===== config.mk =====
export PLATFORM = sky130hd
export DESIGN_NAME = bem_bus_event_monitor
export DESIGN_NICKNAME = d
export VERILOG_FILES = /design/src/bem_pkg.sv /design/src/bem_bus_event_monitor.sv
export SDC_FILE = /design/constraint.sdc
export NUM_CORES = 1
export LEC_CHECK = 0
export BUFFER_PORTS_ARGS = -buffer_cell sky130_fd_sc_hd__buf_2
export CAP_MARGIN = 10
export CORE_AREA = 2 2 58 60
export DETAILED_ROUTE_END_ITERATION = 7
export DIE_AREA = 0 0 60 62
export SYNTH_ARGS = -nofsm -noshare
export SYNTH_HDL_FRONTEND = slang
export SYNTH_SLANG_ARGS = --single-unit

===== constraint.sdc =====
create_clock -name clk -period 1.9 [get_ports clk]
set_input_delay 0 -clock clk [delete_from_list [all_inputs] [get_ports clk]]
set_output_delay 0 -clock clk [all_outputs]
set_load 0.01 [all_outputs]

===== src/bem_pkg.sv =====
package bem_pkg;

  // ----------------------------------------------------------------
  // event select codes
  // ----------------------------------------------------------------
  localparam logic [7:0] EV_NOT_READY  = 8'h61;
  localparam logic [7:0] EV_DATA_VALID = 8'h62;
  localparam logic [7:0] EV_LOCK       = 8'h63;
  localparam logic [7:0] EV_RECEIVE    = 8'h64;
  localparam logic [7:0] EV_BURST_RD   = 8'h65;
  localparam logic [7:0] EV_OWN_RD     = 8'h66;
  localparam logic [7:0] EV_WRITEBACK  = 8'h67;
  localparam logic [7:0] EV_IFETCH     = 8'h68;
  localparam logic [7:0] EV_INVALIDATE = 8'h69;

  // ----------------------------------------------------------------
  // transaction kinds seen on the request phase
  // ----------------------------------------------------------------
  typedef enum logic [2:0] {
    BEM_TX_BURST_RD = 3'h0,
    BEM_TX_OWN_RD   = 3'h1,
    BEM_TX_WB_EXPL  = 3'h2,
    BEM_TX_WB_IMPL  = 3'h3,
    BEM_TX_PARTIAL  = 3'h4,
    BEM_TX_INVAL    = 3'h5,
    BEM_TX_OTHER    = 3'h6
  } bem_txn_t;

  // ----------------------------------------------------------------
  // burst read sources
  // ----------------------------------------------------------------
  typedef enum logic [1:0] {
    BEM_SRC_L1D    = 2'h0,
    BEM_SRC_L2PF   = 2'h1,
    BEM_SRC_IFETCH = 2'h2,
    BEM_SRC_NONE   = 2'h3
  } bem_src_t;

  localparam logic [7:0] UMASK_ANY = 8'h00;

endpackage


===== src/bem_bus_event_monitor.sv =====
`timescale 1ns/100ps
`default_nettype none
// How it works
// - code 61h counts cycles where this processor drives bus-not-ready
// - not-ready is driven when outstanding transactions near bus limit
// - while not-ready stands, no new transaction is issued
// - code 62h increments each cycle data-valid strobe is asserted
// - 62h covers all writes: explicit, implicit writebacks, partial
// - code 63h increments each cycle bus lock is asserted
// - lock used for uncacheable, split-line, uncacheable page walk
// - code 64h increments each cycle processor receives data
// - events 61h to 64h ignore thread qualifier; one shared count
// - 65h counts burst reads from l1d, l2 prefetch, fetch misses
// - burst read count excludes read-for-ownership transactions
// - 66h counts ownership reads from stores missing l1d and l2
// - 66h also counts ownership reads from locked operations
// - 67h counts explicit writebacks from dirty line evictions
// - 67h excludes implicit writebacks caused by snoops
// - 68h counts full-line instruction fetch transactions
// - 69h counts invalidates; store hitting shared l2 line issues one
// - full-line write missing l2 or hitting shared also invalidates
module bem_bus_event_monitor
  import bem_pkg::*;
#(
  parameter int OUTST_W     = 4,
  parameter int OUTST_LIMIT = 8
) (
  // clock and reset
  input  wire logic         clk,
  input  wire logic         rst_n,
  // event selection
  input  wire logic [7:0]   event_select,
  input  wire logic [7:0]   unit_mask,
  input  wire logic [7:0]   unit_mask_expect,
  input  wire logic         any_thread_qualifier,
  // bus pins seen by the monitor (asynchronous to logic)
  input  wire logic         data_valid_strobe_pin,
  input  wire logic         bus_lock_pin,
  input  wire logic         receive_busy_pin,
  input  wire logic         bus_not_ready_in_pin,
  // core transaction request side
  input  wire logic         txn_req,
  input  wire bem_txn_t     txn_kind,
  input  wire bem_src_t     txn_src,
  input  wire logic         txn_cacheable,
  input  wire logic         txn_full_line,
  input  wire logic         txn_locked,
  input  wire logic         txn_done,
  output logic              txn_ready,
  // bus not-ready drive (open drain)
  output logic              bus_not_ready_o,
  output logic              bus_not_ready_oe,
  // counter increment
  output logic              count_inc
);

  // ----------------------------------------------------------------
  // pin synchronisers
  // ----------------------------------------------------------------
  logic [3:0] sync1_q, sync2_q;
  logic [3:0] sync1_d;

  always_comb begin
    sync1_d = {bus_not_ready_in_pin, receive_busy_pin, bus_lock_pin,
               data_valid_strobe_pin};
  end

  always_ff @(posedge clk or negedge rst_n) begin
    if (!rst_n) begin
      sync1_q <= 4'h0;
      sync2_q <= 4'h0;
    end else begin
      sync1_q <= sync1_d;
      sync2_q <= sync1_q;
    end
  end

  logic dv_s, lock_s, rcv_s, bnr_other_s;
  assign dv_s        = sync2_q[0];
  assign lock_s      = sync2_q[1];
  assign rcv_s       = sync2_q[2];
  assign bnr_other_s = sync2_q[3];

  // ----------------------------------------------------------------
  // outstanding tracking and not-ready drive
  // ----------------------------------------------------------------
  logic [OUTST_W-1:0] outst_q, outst_d;
  logic               bnr_q, bnr_d;
  logic               issue;

  // new requests held while anyone drives not-ready
  assign txn_ready = !bnr_q && !bnr_other_s;
  assign issue     = txn_req && txn_ready;

  always_comb begin
    outst_d = outst_q;
    if (issue && !txn_done)
      outst_d = outst_q + OUTST_W'(1);
    else if (!issue && txn_done && outst_q != '0)
      outst_d = outst_q - OUTST_W'(1);
    // assert one short of the limit so in-flight issue still fits
    bnr_d = (outst_d >= OUTST_W'(OUTST_LIMIT - 1));
  end

  always_ff @(posedge clk or negedge rst_n) begin
    if (!rst_n) begin
      outst_q <= '0;
      bnr_q   <= 1'b0;
    end else begin
      outst_q <= outst_d;
      bnr_q   <= bnr_d;
    end
  end

  assign bus_not_ready_o  = 1'b0;
  assign bus_not_ready_oe = bnr_q;

  // ----------------------------------------------------------------
  // event decode
  // ----------------------------------------------------------------
  function automatic logic sel(input logic [7:0] code);
    sel = (event_select == code);
  endfunction

  logic mask_ok;
  logic cyc_hit, txn_hit;
  logic inc_d, inc_q;

  // unit mask must match; thread qualifier does not split counts
  assign mask_ok = (unit_mask == unit_mask_expect);

  always_comb begin
    cyc_hit = 1'b0;
    txn_hit = 1'b0;
    if (sel(EV_NOT_READY))  cyc_hit = bnr_q;
    if (sel(EV_DATA_VALID)) cyc_hit = dv_s;
    if (sel(EV_LOCK))       cyc_hit = lock_s;
    if (sel(EV_RECEIVE))    cyc_hit = rcv_s;
    if (issue) begin
      if (sel(EV_BURST_RD))
        txn_hit = (txn_kind == BEM_TX_BURST_RD) &&
                  (txn_src != BEM_SRC_NONE) &&
                  (txn_src != BEM_SRC_IFETCH || txn_cacheable);
      if (sel(EV_OWN_RD))
        txn_hit = (txn_kind == BEM_TX_OWN_RD);
      if (sel(EV_WRITEBACK))
        txn_hit = (txn_kind == BEM_TX_WB_EXPL);
      if (sel(EV_IFETCH))
        txn_hit = (txn_src == BEM_SRC_IFETCH) && txn_full_line;
      if (sel(EV_INVALIDATE))
        txn_hit = (txn_kind == BEM_TX_INVAL);
    end
    inc_d = mask_ok && (cyc_hit || txn_hit);
  end

  always_ff @(posedge clk or negedge rst_n) begin
    if (!rst_n)
      inc_q <= 1'b0;
    else
      inc_q <= inc_d;
  end

  assign count_inc = inc_q;

  // ----------------------------------------------------------------
  // checks
  // ----------------------------------------------------------------
  chk_bnr_count: assert property (@(posedge clk) disable iff (!rst_n)
    (sel(EV_NOT_READY) && mask_ok && bnr_q) |=> count_inc)
    else $error("not-ready cycle not counted");

  chk_hold_issue: assert property (@(posedge clk) disable iff (!rst_n)
    bnr_q |-> !txn_ready)
    else $error("request accepted during not-ready");

  chk_bnr_limit: assert property (@(posedge clk) disable iff (!rst_n)
    (outst_q >= OUTST_W'(OUTST_LIMIT - 1)) |-> bnr_q)
    else $error("not-ready missing near limit");

  chk_dv_count: assert property (@(posedge clk) disable iff (!rst_n)
    (sel(EV_DATA_VALID) && mask_ok && dv_s) |=> count_inc)
    else $error("data-valid cycle not counted");

  chk_lock_cnt: assert property (@(posedge clk) disable iff (!rst_n)
    (sel(EV_LOCK) && mask_ok && $rose(lock_s)) |=> count_inc)
    else $error("lock cycle not counted");

  chk_rcv_count: assert property (@(posedge clk) disable iff (!rst_n)
    (sel(EV_RECEIVE) && mask_ok && !rcv_s) |=> !count_inc)
    else $error("receive count without busy");

  chk_no_rfo_brd: assert property (@(posedge clk) disable iff (!rst_n)
    (sel(EV_BURST_RD) && issue && txn_kind == BEM_TX_OWN_RD) |=> !count_inc)
    else $error("ownership read counted as burst");

  chk_no_impl_wb: assert property (@(posedge clk) disable iff (!rst_n)
    (sel(EV_WRITEBACK) && issue && txn_kind == BEM_TX_WB_IMPL) |=> !count_inc)
    else $error("implicit writeback counted");

  chk_mask_gate: assert property (@(posedge clk) disable iff (!rst_n)
    !mask_ok |=> !count_inc)
    else $error("count with mismatched mask");

endmodule
`default_nettype wire


==> results of run 1 <==
==> worst max-delay path: cells and delay by family (launching register included) <==
kind / cells / cell delay [ns]
compound gates: 3 / 0.56
flops: 1 / 0.40
simple gates: 1 / 0.36
fa+ha+maj: 1 / 0.26
buf+inv: 1 / 0.10
==> what timing repair did <==
action                                  in CTS  in global routing
buffers inserted                             0                  1
hold buffers                                 5                  0
endpoints found under the hold margin       18                  0
endpoints found under the setup margin       0                  1
==> area by class of cell <==
type	count	area [sq um]	share of cell area, %
multi-input cells	66	509	41.0
clock buffers	4	36.3	2.92
repair buffers	49	278	22.4
inverters	3	11.3	0.906
well taps	46	57.6	4.63
flip-flops and latches	14	350	28.2
==> layout by cell type (no fill, tap or decap), drive strengths merged, types with 2 or more instances in the layout <==
cell type	count
nand4b	2
mux2i	4
mux2	3
xor2	7
xnor2	2
nor2b	2
nor3	2
clkbuf	4
or3b	2
nor2	4
dfrtp	14
nand2b	2
o31ai	2
ha	2
dlygate4sd3	5
inv	3
buf	44
a21oi	4
nand3	3
nand2	5
nor4b	3
==> final timing paths <==
check	end	slack, ns	cells past startpoint
min reg2reg	sync2_q[0]$_DFF_PN0_	0.36	0
min	count_inc$_DFF_PN0_	0.01	4
max in group asynchronous	bus_not_ready_oe$_DFF_PN0_	1.54	2
max	bus_not_ready_oe$_DFF_PN0_	0.14	6
min in group asynchronous	outst_q[1]$_DFF_PN0_	0.13	2
max reg2reg	bus_not_ready_oe$_DFF_PN0_	0.14	6
==> flip-flops by register name (all words and copies together) (netlist names) <==
name	flops
outst_q	4
sync1_q	4
sync2_q	4
bus_not_ready_oe	1
count_inc	1
==> Yosys cell counts, drive strengths merged (2+ instances only) <==
master / instances / share of area (%)
xor2: 7 / 6.9
mux2i: 4 / 4.5
dfrtp: 14 / 39
nand2b: 2 / 1.4
xnor2: 2 / 2.0
mux2: 3 / 3.8
ha: 2 / 2.8
nand2: 5 / 2.1
or3b: 2 / 2.0
buf: 2 / 1.4
nor3: 2 / 1.1
a21oi: 4 / 2.3
nor2b: 2 / 1.4
nor4b: 3 / 3.7
o31ai: 2 / 1.7
nor2: 4 / 1.7
nand4b: 2 / 2.0
nand3: 3 / 1.7
inv: 3 / 1.3
==> power groups by stage <==
stage | Clock (W) | Sequential [W] | Combinational [W]
final | 0.000209 | 0.000414 | 0.000508
after detailed placement | 0 | 0.000423 | 0.000478
after floorplan | 0 | 0.000424 | 0.000314
after global routing | 0.000237 | 0.000426 | 0.000575
after CTS | 0.000216 | 0.000418 | 0.000490
after global placement | 0 | 0.000420 | 0.000457
==> stage by stage <==
step	setup WS (ns)	area, sq um
5_1_grt	0.00636	1240
3_5_place_dp	0.141	1150
4_1_cts	0.103	1230
2_1_floorplan	0.181	887
6_report	0.141	1240
3_3_place_gp	0.189	1150
==> cell families (layout without fill, tap and decap cells) <==
kind of cell / Yosys count / after routing / share of synthesized area (%)
and+or+nand+nor: 34 / 34 / 25.7
DFF: 14 / 14 / 39.5
AOI/OAI and AO/OA: 13 / 13 / 11.3
xor gates and xnor gates: 9 / 9 / 8.89
muxes: 7 / 7 / 8.32
buffers and inverters: 6 / 56 / 3.10
adders and majority gates: 2 / 2 / 2.82
other: 1 / 1 / 0.423
==> layer usage <==
metal	track usage, %	share of wire [%]
met5	0	0
met4	1.90	0.26
met3	3.31	8.4
met2	19.3	48
met1	12.4	44
==> metrics, run 1 <==
PwrDens 910 nW/um^2; worst path cell trace inv_1 -> ha_1 -> or3b_1 -> a211o_1 -> o221a_1 -> o221ai_1; Flop pwr share roughly 37%; initial detailed-routing violation count 12; async set-reset flop share out of synthesis 100%; first-pass GRT wire length 3010 um; Fin Hold WS 0.0113 ns; htree depth 1; antenna violations before repair 0; status completed; Antenna Nets Post-Route 0; Fillers 326; final core occ 39.1%; Root Driver clkbuf_4; GP Congestion between 0.7 and 0.8; total grt overflow 0; PortBufs between 40 and 50; critical path fanouts, max 4; Resize count post-CTS 0; Seq/Total Area, Yosys 39.5%; Req. time, crit path ~2.1 ns; Starting Density 27.9%; I/O pin count 45; number of global-route vias before repair 771; Avg Inst Size Synth 10.3 sq um; cell total after placement 172; flops & latches, synth 14; Hold Crit Class in -> reg; CTS tree yes; Inserted Diodes 0; Yosys cell types 40; reg2reg start outst_q[1]$_DFF_PN0_; Internal Power 0.000733 W; Post-Route WL 1930 um; largest stage delay on the critical path 0.40 ns; Die Width 60 um; clk_skew about 0.0016 ns; DIE AREA 3720 sq um; Setup crit start kind flop; Slowest cell on crit path dfrtp_1; vias 831; Rows 21; Setup crit end kind flop; Tmin final 1.76 ns; synthesized cell area approximately 890 sq um; Ys Warns 0; final critical-path share of the clock period 92.6%; Routed WL per cell ~11 um; fmax 568 MHz; CTS Buffer Depth 2; Sink Count 14; Setup TNS Final 0 ns; Pre-antenna DRT Iters 4; CORE AREA 3180 sq um; largest net degree at the start of global routing 15; Post-Syn Nets 129; crit path kind reg -> reg; ys flop type dfrtp_1; share of post-route cells with drive strength above 1 38.2%; critical path data arrival time 1.95 ns; Finished Layout Cells approximately 180; Final Hold Fails 0; Syn Inst Count 86; DP Wirelength 1540 um; combinational power share 44.9%; Worst-Skew Late Latency 0.28 ns; Final Slew Violations 0; Inserted Clock Buffers 3; LEAKAGE between 0.5 and 0.6 nW; clock network power share 18.5%; Post-synth EDFFs 0; Die Y 62 um; Via density 4.57; Worst VDD drop 0.549 mV; Final setup viols 0; Syn-to-layout area delta 40.1%; Worst Hold Launch event_select[4]; Reg clk slew, reported paths 0.08 ns; RSZ-0062 raised after global routing false; switch share 35.2%; Max Cap Viol 0; drt drc 0; Crit. Startpoint outst_q[1]$_DFF_PN0_; Switch Pwr 0.000398 W; Total Power 0.00113 W; Total GRT Usage 10.6%; Final #Nets 180
Power figures use the tool's default switching activity.
==> run 2, diff against run 1 <==
--- a/config.mk
+++ b/config.mk
@@ -10,6 +10,8 @@
 export CORE_AREA = 2 2 58 60
 export DETAILED_ROUTE_END_ITERATION = 7
 export DIE_AREA = 0 0 60 62
+export PLACE_DENSITY = 0.58
+export SKIP_CTS_REPAIR_TIMING = 1
 export SYNTH_ARGS = -nofsm -noshare
 export SYNTH_HDL_FRONTEND = slang
 export SYNTH_SLANG_ARGS = --single-unit
==> run 2 against run 1 <==
Largest power group unchanged. First-iteration DRC count is 100% lower. Global-route usage is 0.43 points lower. Die area stayed put. Via count is 1.1% lower. Sequential power is 1% lower. Critical path depth stayed put.
==> metrics, run 2 (synthesis gave the netlist of run 1 again) <==
Critical R2R Capture bus_not_ready_oe$_DFF_PN0_; Critical Path Sink bus_not_ready_oe$_DFF_PN0_; RSZ-0062 raised after global routing false; Worst VDD drop 0.612 mV (+12%); final critical-path share of the clock period 90.1% (-2.5 points); critical path fanouts, max 4 (unchanged); most frequent cells in the layout 41 x buf_2, 14 x dfrtp_1, 7 x xor2_1; Reg2Reg Setup Slack 0.19 ns (+0.05 ns); clock network power share 18.3% (-0.2 points); share of post-route cells with drive strength above 1 38.2% (unchanged); Die Y 62 um (unchanged); Syn-to-layout area delta 40.1% (unchanged); fmax 584 MHz (+2.8%); number of global-route vias before repair 751 (-2.6%); worst path cell trace inv_1 -> ha_1 -> or3b_1 -> a211o_1 -> o221a_1 -> o221ai_1; antenna violations before repair 0 (unchanged); PwrDens 896 nW/um^2 (-1.6%); Flop pwr share 36.8% (+0.2 points); critical path data arrival time 1.90 ns (-0.05 ns); Finished Cell Area 1240 sq um (unchanged); Internal Power 0.000733 W (about the same); Rows 21 (unchanged); CTS tree yes; Tmin final 1.71 ns (-0.0471 ns); drt drc 0 (unchanged); Max Cap Viol 0 (unchanged); Slowest cell on crit path dfrtp_1; Crit. Startpoint outst_q[1]$_DFF_PN0_; Inserted Diodes 0 (unchanged); GP Congestion 0.805 (+9.1%); CORE AREA 3180 sq um (unchanged); CTS Buffer Depth 2 (unchanged); Top Family by Delay on Critical Path compound AO/OA/AOI/OAI gates; vias 822 (-1.1%); switch share 34.2% (-0.99 points); largest registers outst_q: 4 flops, sync1_q: 4 flops, sync2_q: 4 flops; Starting Density 27.9% (unchanged); Sink Count 14 (unchanged); first-pass GRT wire length 2860 um (-4.8%); DIE AREA 3720 sq um (unchanged); Total GRT Usage 10.2% (-0.43 points); htree depth 1 (unchanged); Pre-antenna DRT Iters 1 (-3); DP Wirelength 1510 um (-1.6%); Antenna Nets Post-Route 0 (unchanged); Final setup viols 0 (unchanged); Final Hold Fails 0 (unchanged); Die Width 60 um (unchanged); LEAKAGE 0.580 nW (unchanged); r2r worst-path depth 6 (unchanged); Setup crit end kind flop; Placed Instance Area 1150 sq um (unchanged); Worst-Skew Late Latency 0.27 ns (about the same); crit path kind reg -> reg; largest net degree at the start of global routing 15 (unchanged); Req. time, crit path 2.09 ns (about the same); total grt overflow 0 (unchanged); combinational power share 44.9% (about the same); status completed; worst path bufs/invs 1 (unchanged); Via density 4.52 (-1.1%); PortBufs 41 (unchanged); critical path depth 6 (unchanged); Routed WL per cell 10.2 um (-4.0%); Fillers 325 (-0.31%); Switch Pwr 0.000380 W (-4.3%); I/O pin count 45 (unchanged); initial detailed-routing violation count 0 (-12); largest stage delay on the critical path 0.38 ns (-0.02 ns); Inserted Clock Buffers 3 (unchanged); Hold Crit Class in -> reg; Setup crit start kind flop; Setup TNS Final 0 ns (unchanged); Root Driver clkbuf_4; Post-Route WL 1850 um (-4.0%); most common cell after layout, fill and taps aside buf_2; Final Slew Violations 0 (unchanged); reg2reg start outst_q[1]$_DFF_PN0_; Final #Nets 180 (unchanged); Reg clk slew, reported paths 0.08 ns (about the same); clk_skew 0.00150 ns (-0.0000746 ns)
run 2: cell counts in the layout (fill, tap and decap cells not counted):
No cell type changed its count.
run 2: tightest hold or removal path, stage by stage:
cell,delay (ns)
buf_2,0.07
nor4bb_1,0.04
nand4_1,0.11
a41oi_2,0.05
run 2: how the worst min path moves through the flow:
| stage | from | end | slack (ns) | cells after the start |
|---|---|---|---|---|
| after floorplan | rst_n | bus_not_ready_oe$_DFF_PN0_ | -0.30 | 0 |
| after global placement | rst_n | outst_q[0]$_DFF_PN0_ | -0.1 | 1 |
| after detailed placement | rst_n | outst_q[1]$_DFF_PN0_ | -0.09 | 1 |
| after CTS | rst_n | outst_q[1]$_DFF_PN0_ | -0.41 | 1 |
| after global routing | event_select[7] | count_inc$_DFF_PN0_ | 0.04 | 4 |
| final | event_select[7] | count_inc$_DFF_PN0_ | 0.03 | 4 |
run 2: final cells by class:
class	instances	area, sq um	share of cell area [%]
clock buffer	4	36.3	2.92
timing repair buffer	49	278	22.4
sequential	14	350	28.2
multi-input combinational	66	509	41.0
inverter	3	11.3	0.906
tap	46	57.6	4.63
run 2: power by group through the flow:
stage | clock [W] | combinational [W] | sequential (W)
global route | 0.000225 | 0.000570 | 0.000416
floorplan | 0 | 0.000314 | 0.000424
CTS | 0.000219 | 0.000478 | 0.000416
global placement | 0 | 0.000463 | 0.000420
finish | 0.000204 | 0.000499 | 0.000410
detailed placement | 0 | 0.000475 | 0.000422
run 2: per-layer routing:
layer  vias to the layer above  global-route usage, %  routed length, um  part of all wire [%]
li1                        414                      -                  -                     -
met4                         0                   5.71                 15                  0.81
met2                        29                   19.3                933                    50
met3                         2                  0.621                102                   5.5
met5                         -                      0                  0                     0
met1                       377                   11.3                799                    43
run 2: per-stage QoR:
step           setup WS (ns)  util [%]  cells  hold slack [ns]  power (W)
3_5_place_dp           0.133      36.1    172          -0.0940   0.000897
6_report               0.188      39.1    182           0.0340    0.00111
3_3_place_gp           0.181      36.1    172          -0.0974   0.000883
4_1_cts                0.110      37.3    176           -0.405    0.00111
2_1_floorplan          0.181         -     86           -0.296   0.000738
5_1_grt               0.0532      39.1    182           0.0446    0.00121
==> run 3, diff against run 2 <==
--- a/config.mk
+++ b/config.mk
@@ -7,10 +7,12 @@
 export LEC_CHECK = 0
 export BUFFER_PORTS_ARGS = -buffer_cell sky130_fd_sc_hd__buf_2
 export CAP_MARGIN = 10
+export CELL_PAD_IN_SITES_DETAIL_PLACEMENT = 1
+export CELL_PAD_IN_SITES_GLOBAL_PLACEMENT = 1
 export CORE_AREA = 2 2 58 60
 export DETAILED_ROUTE_END_ITERATION = 7
 export DIE_AREA = 0 0 60 62
-export PLACE_DENSITY = 0.58
+export PLACE_DENSITY = 0.74
 export SKIP_CTS_REPAIR_TIMING = 1
 export SYNTH_ARGS = -nofsm -noshare
 export SYNTH_HDL_FRONTEND = slang
==> run 3 against run 2 <==
Clock skew is 0.0086 ns higher. Design area is 1.0% higher. Utilization is 0.39 points higher. Flip-flop and latch count stayed put. Via count is 5.0% higher. First-iteration DRC count is 9 higher. Wire length is 25% higher. Sequential share of layout area is 0.28 points lower. Sequential power is 2% higher. Critical endpoint unchanged. Highest routed layer unchanged.
==> metrics, run 3 (synthesis gave the netlist of run 1 again) <==
PwrDens 957 nW/um^2 (+6.8%); Worst-Skew Late Latency 0.29 ns (+0.02 ns); I/O pin count 45 (unchanged); status completed; CTS tree yes; Hold Crit Class in -> reg; vias 863 (+5.0%); Max Cap Viol 0 (unchanged); Syn-to-layout area delta 41.5%; met3 usage 2.69% (+2.1 points); critical path fanouts, max 4 (unchanged); drt drc 0 (unchanged); total grt overflow 0 (unchanged); Via density 4.74 (+5.0%); most common cell after layout, fill and taps aside buf_2; Antenna Nets Post-Route 0 (unchanged); DP Wirelength 1780 um (+18%); Top Family by Delay on Critical Path compound AO/OA/AOI/OAI gates; worst path bufs/invs 1 (unchanged); number of global-route vias before repair 877 (+17%); Die Y 62 um (unchanged); Worst VDD drop 0.675 mV (+10%); initial detailed-routing violation count 9 (+9); Setup TNS Final 0 ns (unchanged); Starting Density 27.9% (unchanged); Die Width 60 um (unchanged); first-pass GRT wire length 3530 um (+23%); share of post-route cells with drive strength above 1 39.0% (+0.74 points); Final #Nets 180 (unchanged); busiest grt layer met2; clk_skew 0.0101 ns (+0.00859 ns); Pre-antenna DRT Iters 2 (+1); Req. time, crit path 2.11 ns (+0.02 ns); Inserted Clock Buffers 3 (unchanged); Total GRT Usage 12.6% (+2.4 points); met1 usage 13.3% (+2.0 points); Reg2Reg Setup Slack 0.11 ns (-0.08 ns); final critical-path share of the clock period 94.3% (+4.2 points); critical path data arrival time 2.00 ns (+0.10 ns); GP Congestion 0.726 (-9.9%); antenna violations before repair 0 (unchanged); CTS Buffer Depth 2 (unchanged); Final Slew Violations 0 (unchanged); Slowest cell on crit path dfrtp_1; PortBufs 41 (unchanged); Post-Route WL 2310 um (+25%); crit path kind reg -> reg; Rows 21 (unchanged); worst path cell trace inv_1 -> ha_4 -> or3b_1 -> a211o_1 -> o221a_1 -> o221ai_1; Reg clk slew, reported paths 0.10 ns (+0.02 ns); Inserted Diodes 0 (unchanged); final core occ 39.5% (+0.39 points); Final Hold Fails 0 (unchanged); largest registers outst_q: 4 flops, sync1_q: 4 flops, sync2_q: 4 flops; Setup crit end kind flop; largest stage delay on the critical path 0.42 ns (+0.04 ns); met2 usage 23.9% (+4.7 points); Routed WL per cell 12.7 um (+25%); RSZ-0062 raised after global routing false; most frequent cells in the layout 41 x buf_2, 14 x dfrtp_1, 7 x xor2_1; Root Driver clkbuf_4; largest net degree at the start of global routing 15 (unchanged); fmax 558 MHz (-4.4%); CORE AREA 3180 sq um (unchanged); htree depth 1 (unchanged); Setup crit start kind flop; Final setup viols 0 (unchanged); DIE AREA 3720 sq um (unchanged); Tmin final 1.79 ns (+0.0789 ns); Sink Count 14 (unchanged); LEAKAGE 0.581 nW (about the same)
-- run 3: metal layers --
layer | routed length (um) | vias to the layer above
li1 | - | 414
met1 | 949 | 404
met2 | 1110 | 40
met3 | 210 | 5
met4 | 36 | 0
met5 | 0 | -
-- run 3: path summary, 6_finish.rpt --
check                                                   to  depth (start not counted)                 start
min in group asynchronous             sync1_q[3]$_DFF_PN0_                          2                 rst_n
worst max-delay path            bus_not_ready_oe$_DFF_PN0_                          6  outst_q[1]$_DFF_PN0_
worst min-delay path                   count_inc$_DFF_PN0_                          4       event_select[7]
worst max register to register  bus_not_ready_oe$_DFF_PN0_                          6  outst_q[1]$_DFF_PN0_
worst min register to register        sync2_q[2]$_DFF_PN0_                          0  sync1_q[2]$_DFF_PN0_
max in group asynchronous             sync1_q[1]$_DFF_PN0_                          2                 rst_n
-- run 3: tightest hold or removal path, stage by stage --
cell and delay [ns]:
buf_2 0.07, nor4bb_1 0.04, nand4_1 0.10, a41oi_2 0.04
-- run 3: power breakdown --
group          switching (W)  internal [W]
registers          0.0000599      0.000359
logic               0.000272      0.000285
clock network       0.000108      0.000117
total               0.000440      0.000761
-- run 3: area by class of cell --
class / instances / area, sq um
clock buffer: 4 / 36.3
timing repair buffer: 49 / 278
tap: 46 / 57.6
multi-input combinational: 66 / 522
fill: 365 / 1920
inverter: 3 / 11.3
sequential: 14 / 350
-- run 3: metrics by stage --
| stage | hold WS (ns) | area [sq um] | std cells | worst slack [ns] | total power [W] |
|---|---|---|---|---|---|
| after floorplan | -0.296 | 887 | 86 | 0.181 | 0.000738 |
| after global placement | -0.102 | 1150 | 172 | 0.183 | 0.000883 |
| after detailed placement | -0.0877 | 1150 | 172 | 0.114 | 0.000914 |
| after CTS | -0.415 | 1180 | 176 | 0.0855 | 0.00114 |
| after global routing | 0.0315 | 1250 | 182 | 0.0272 | 0.00129 |
| final | 0.00918 | 1250 | 182 | 0.109 | 0.00120 |
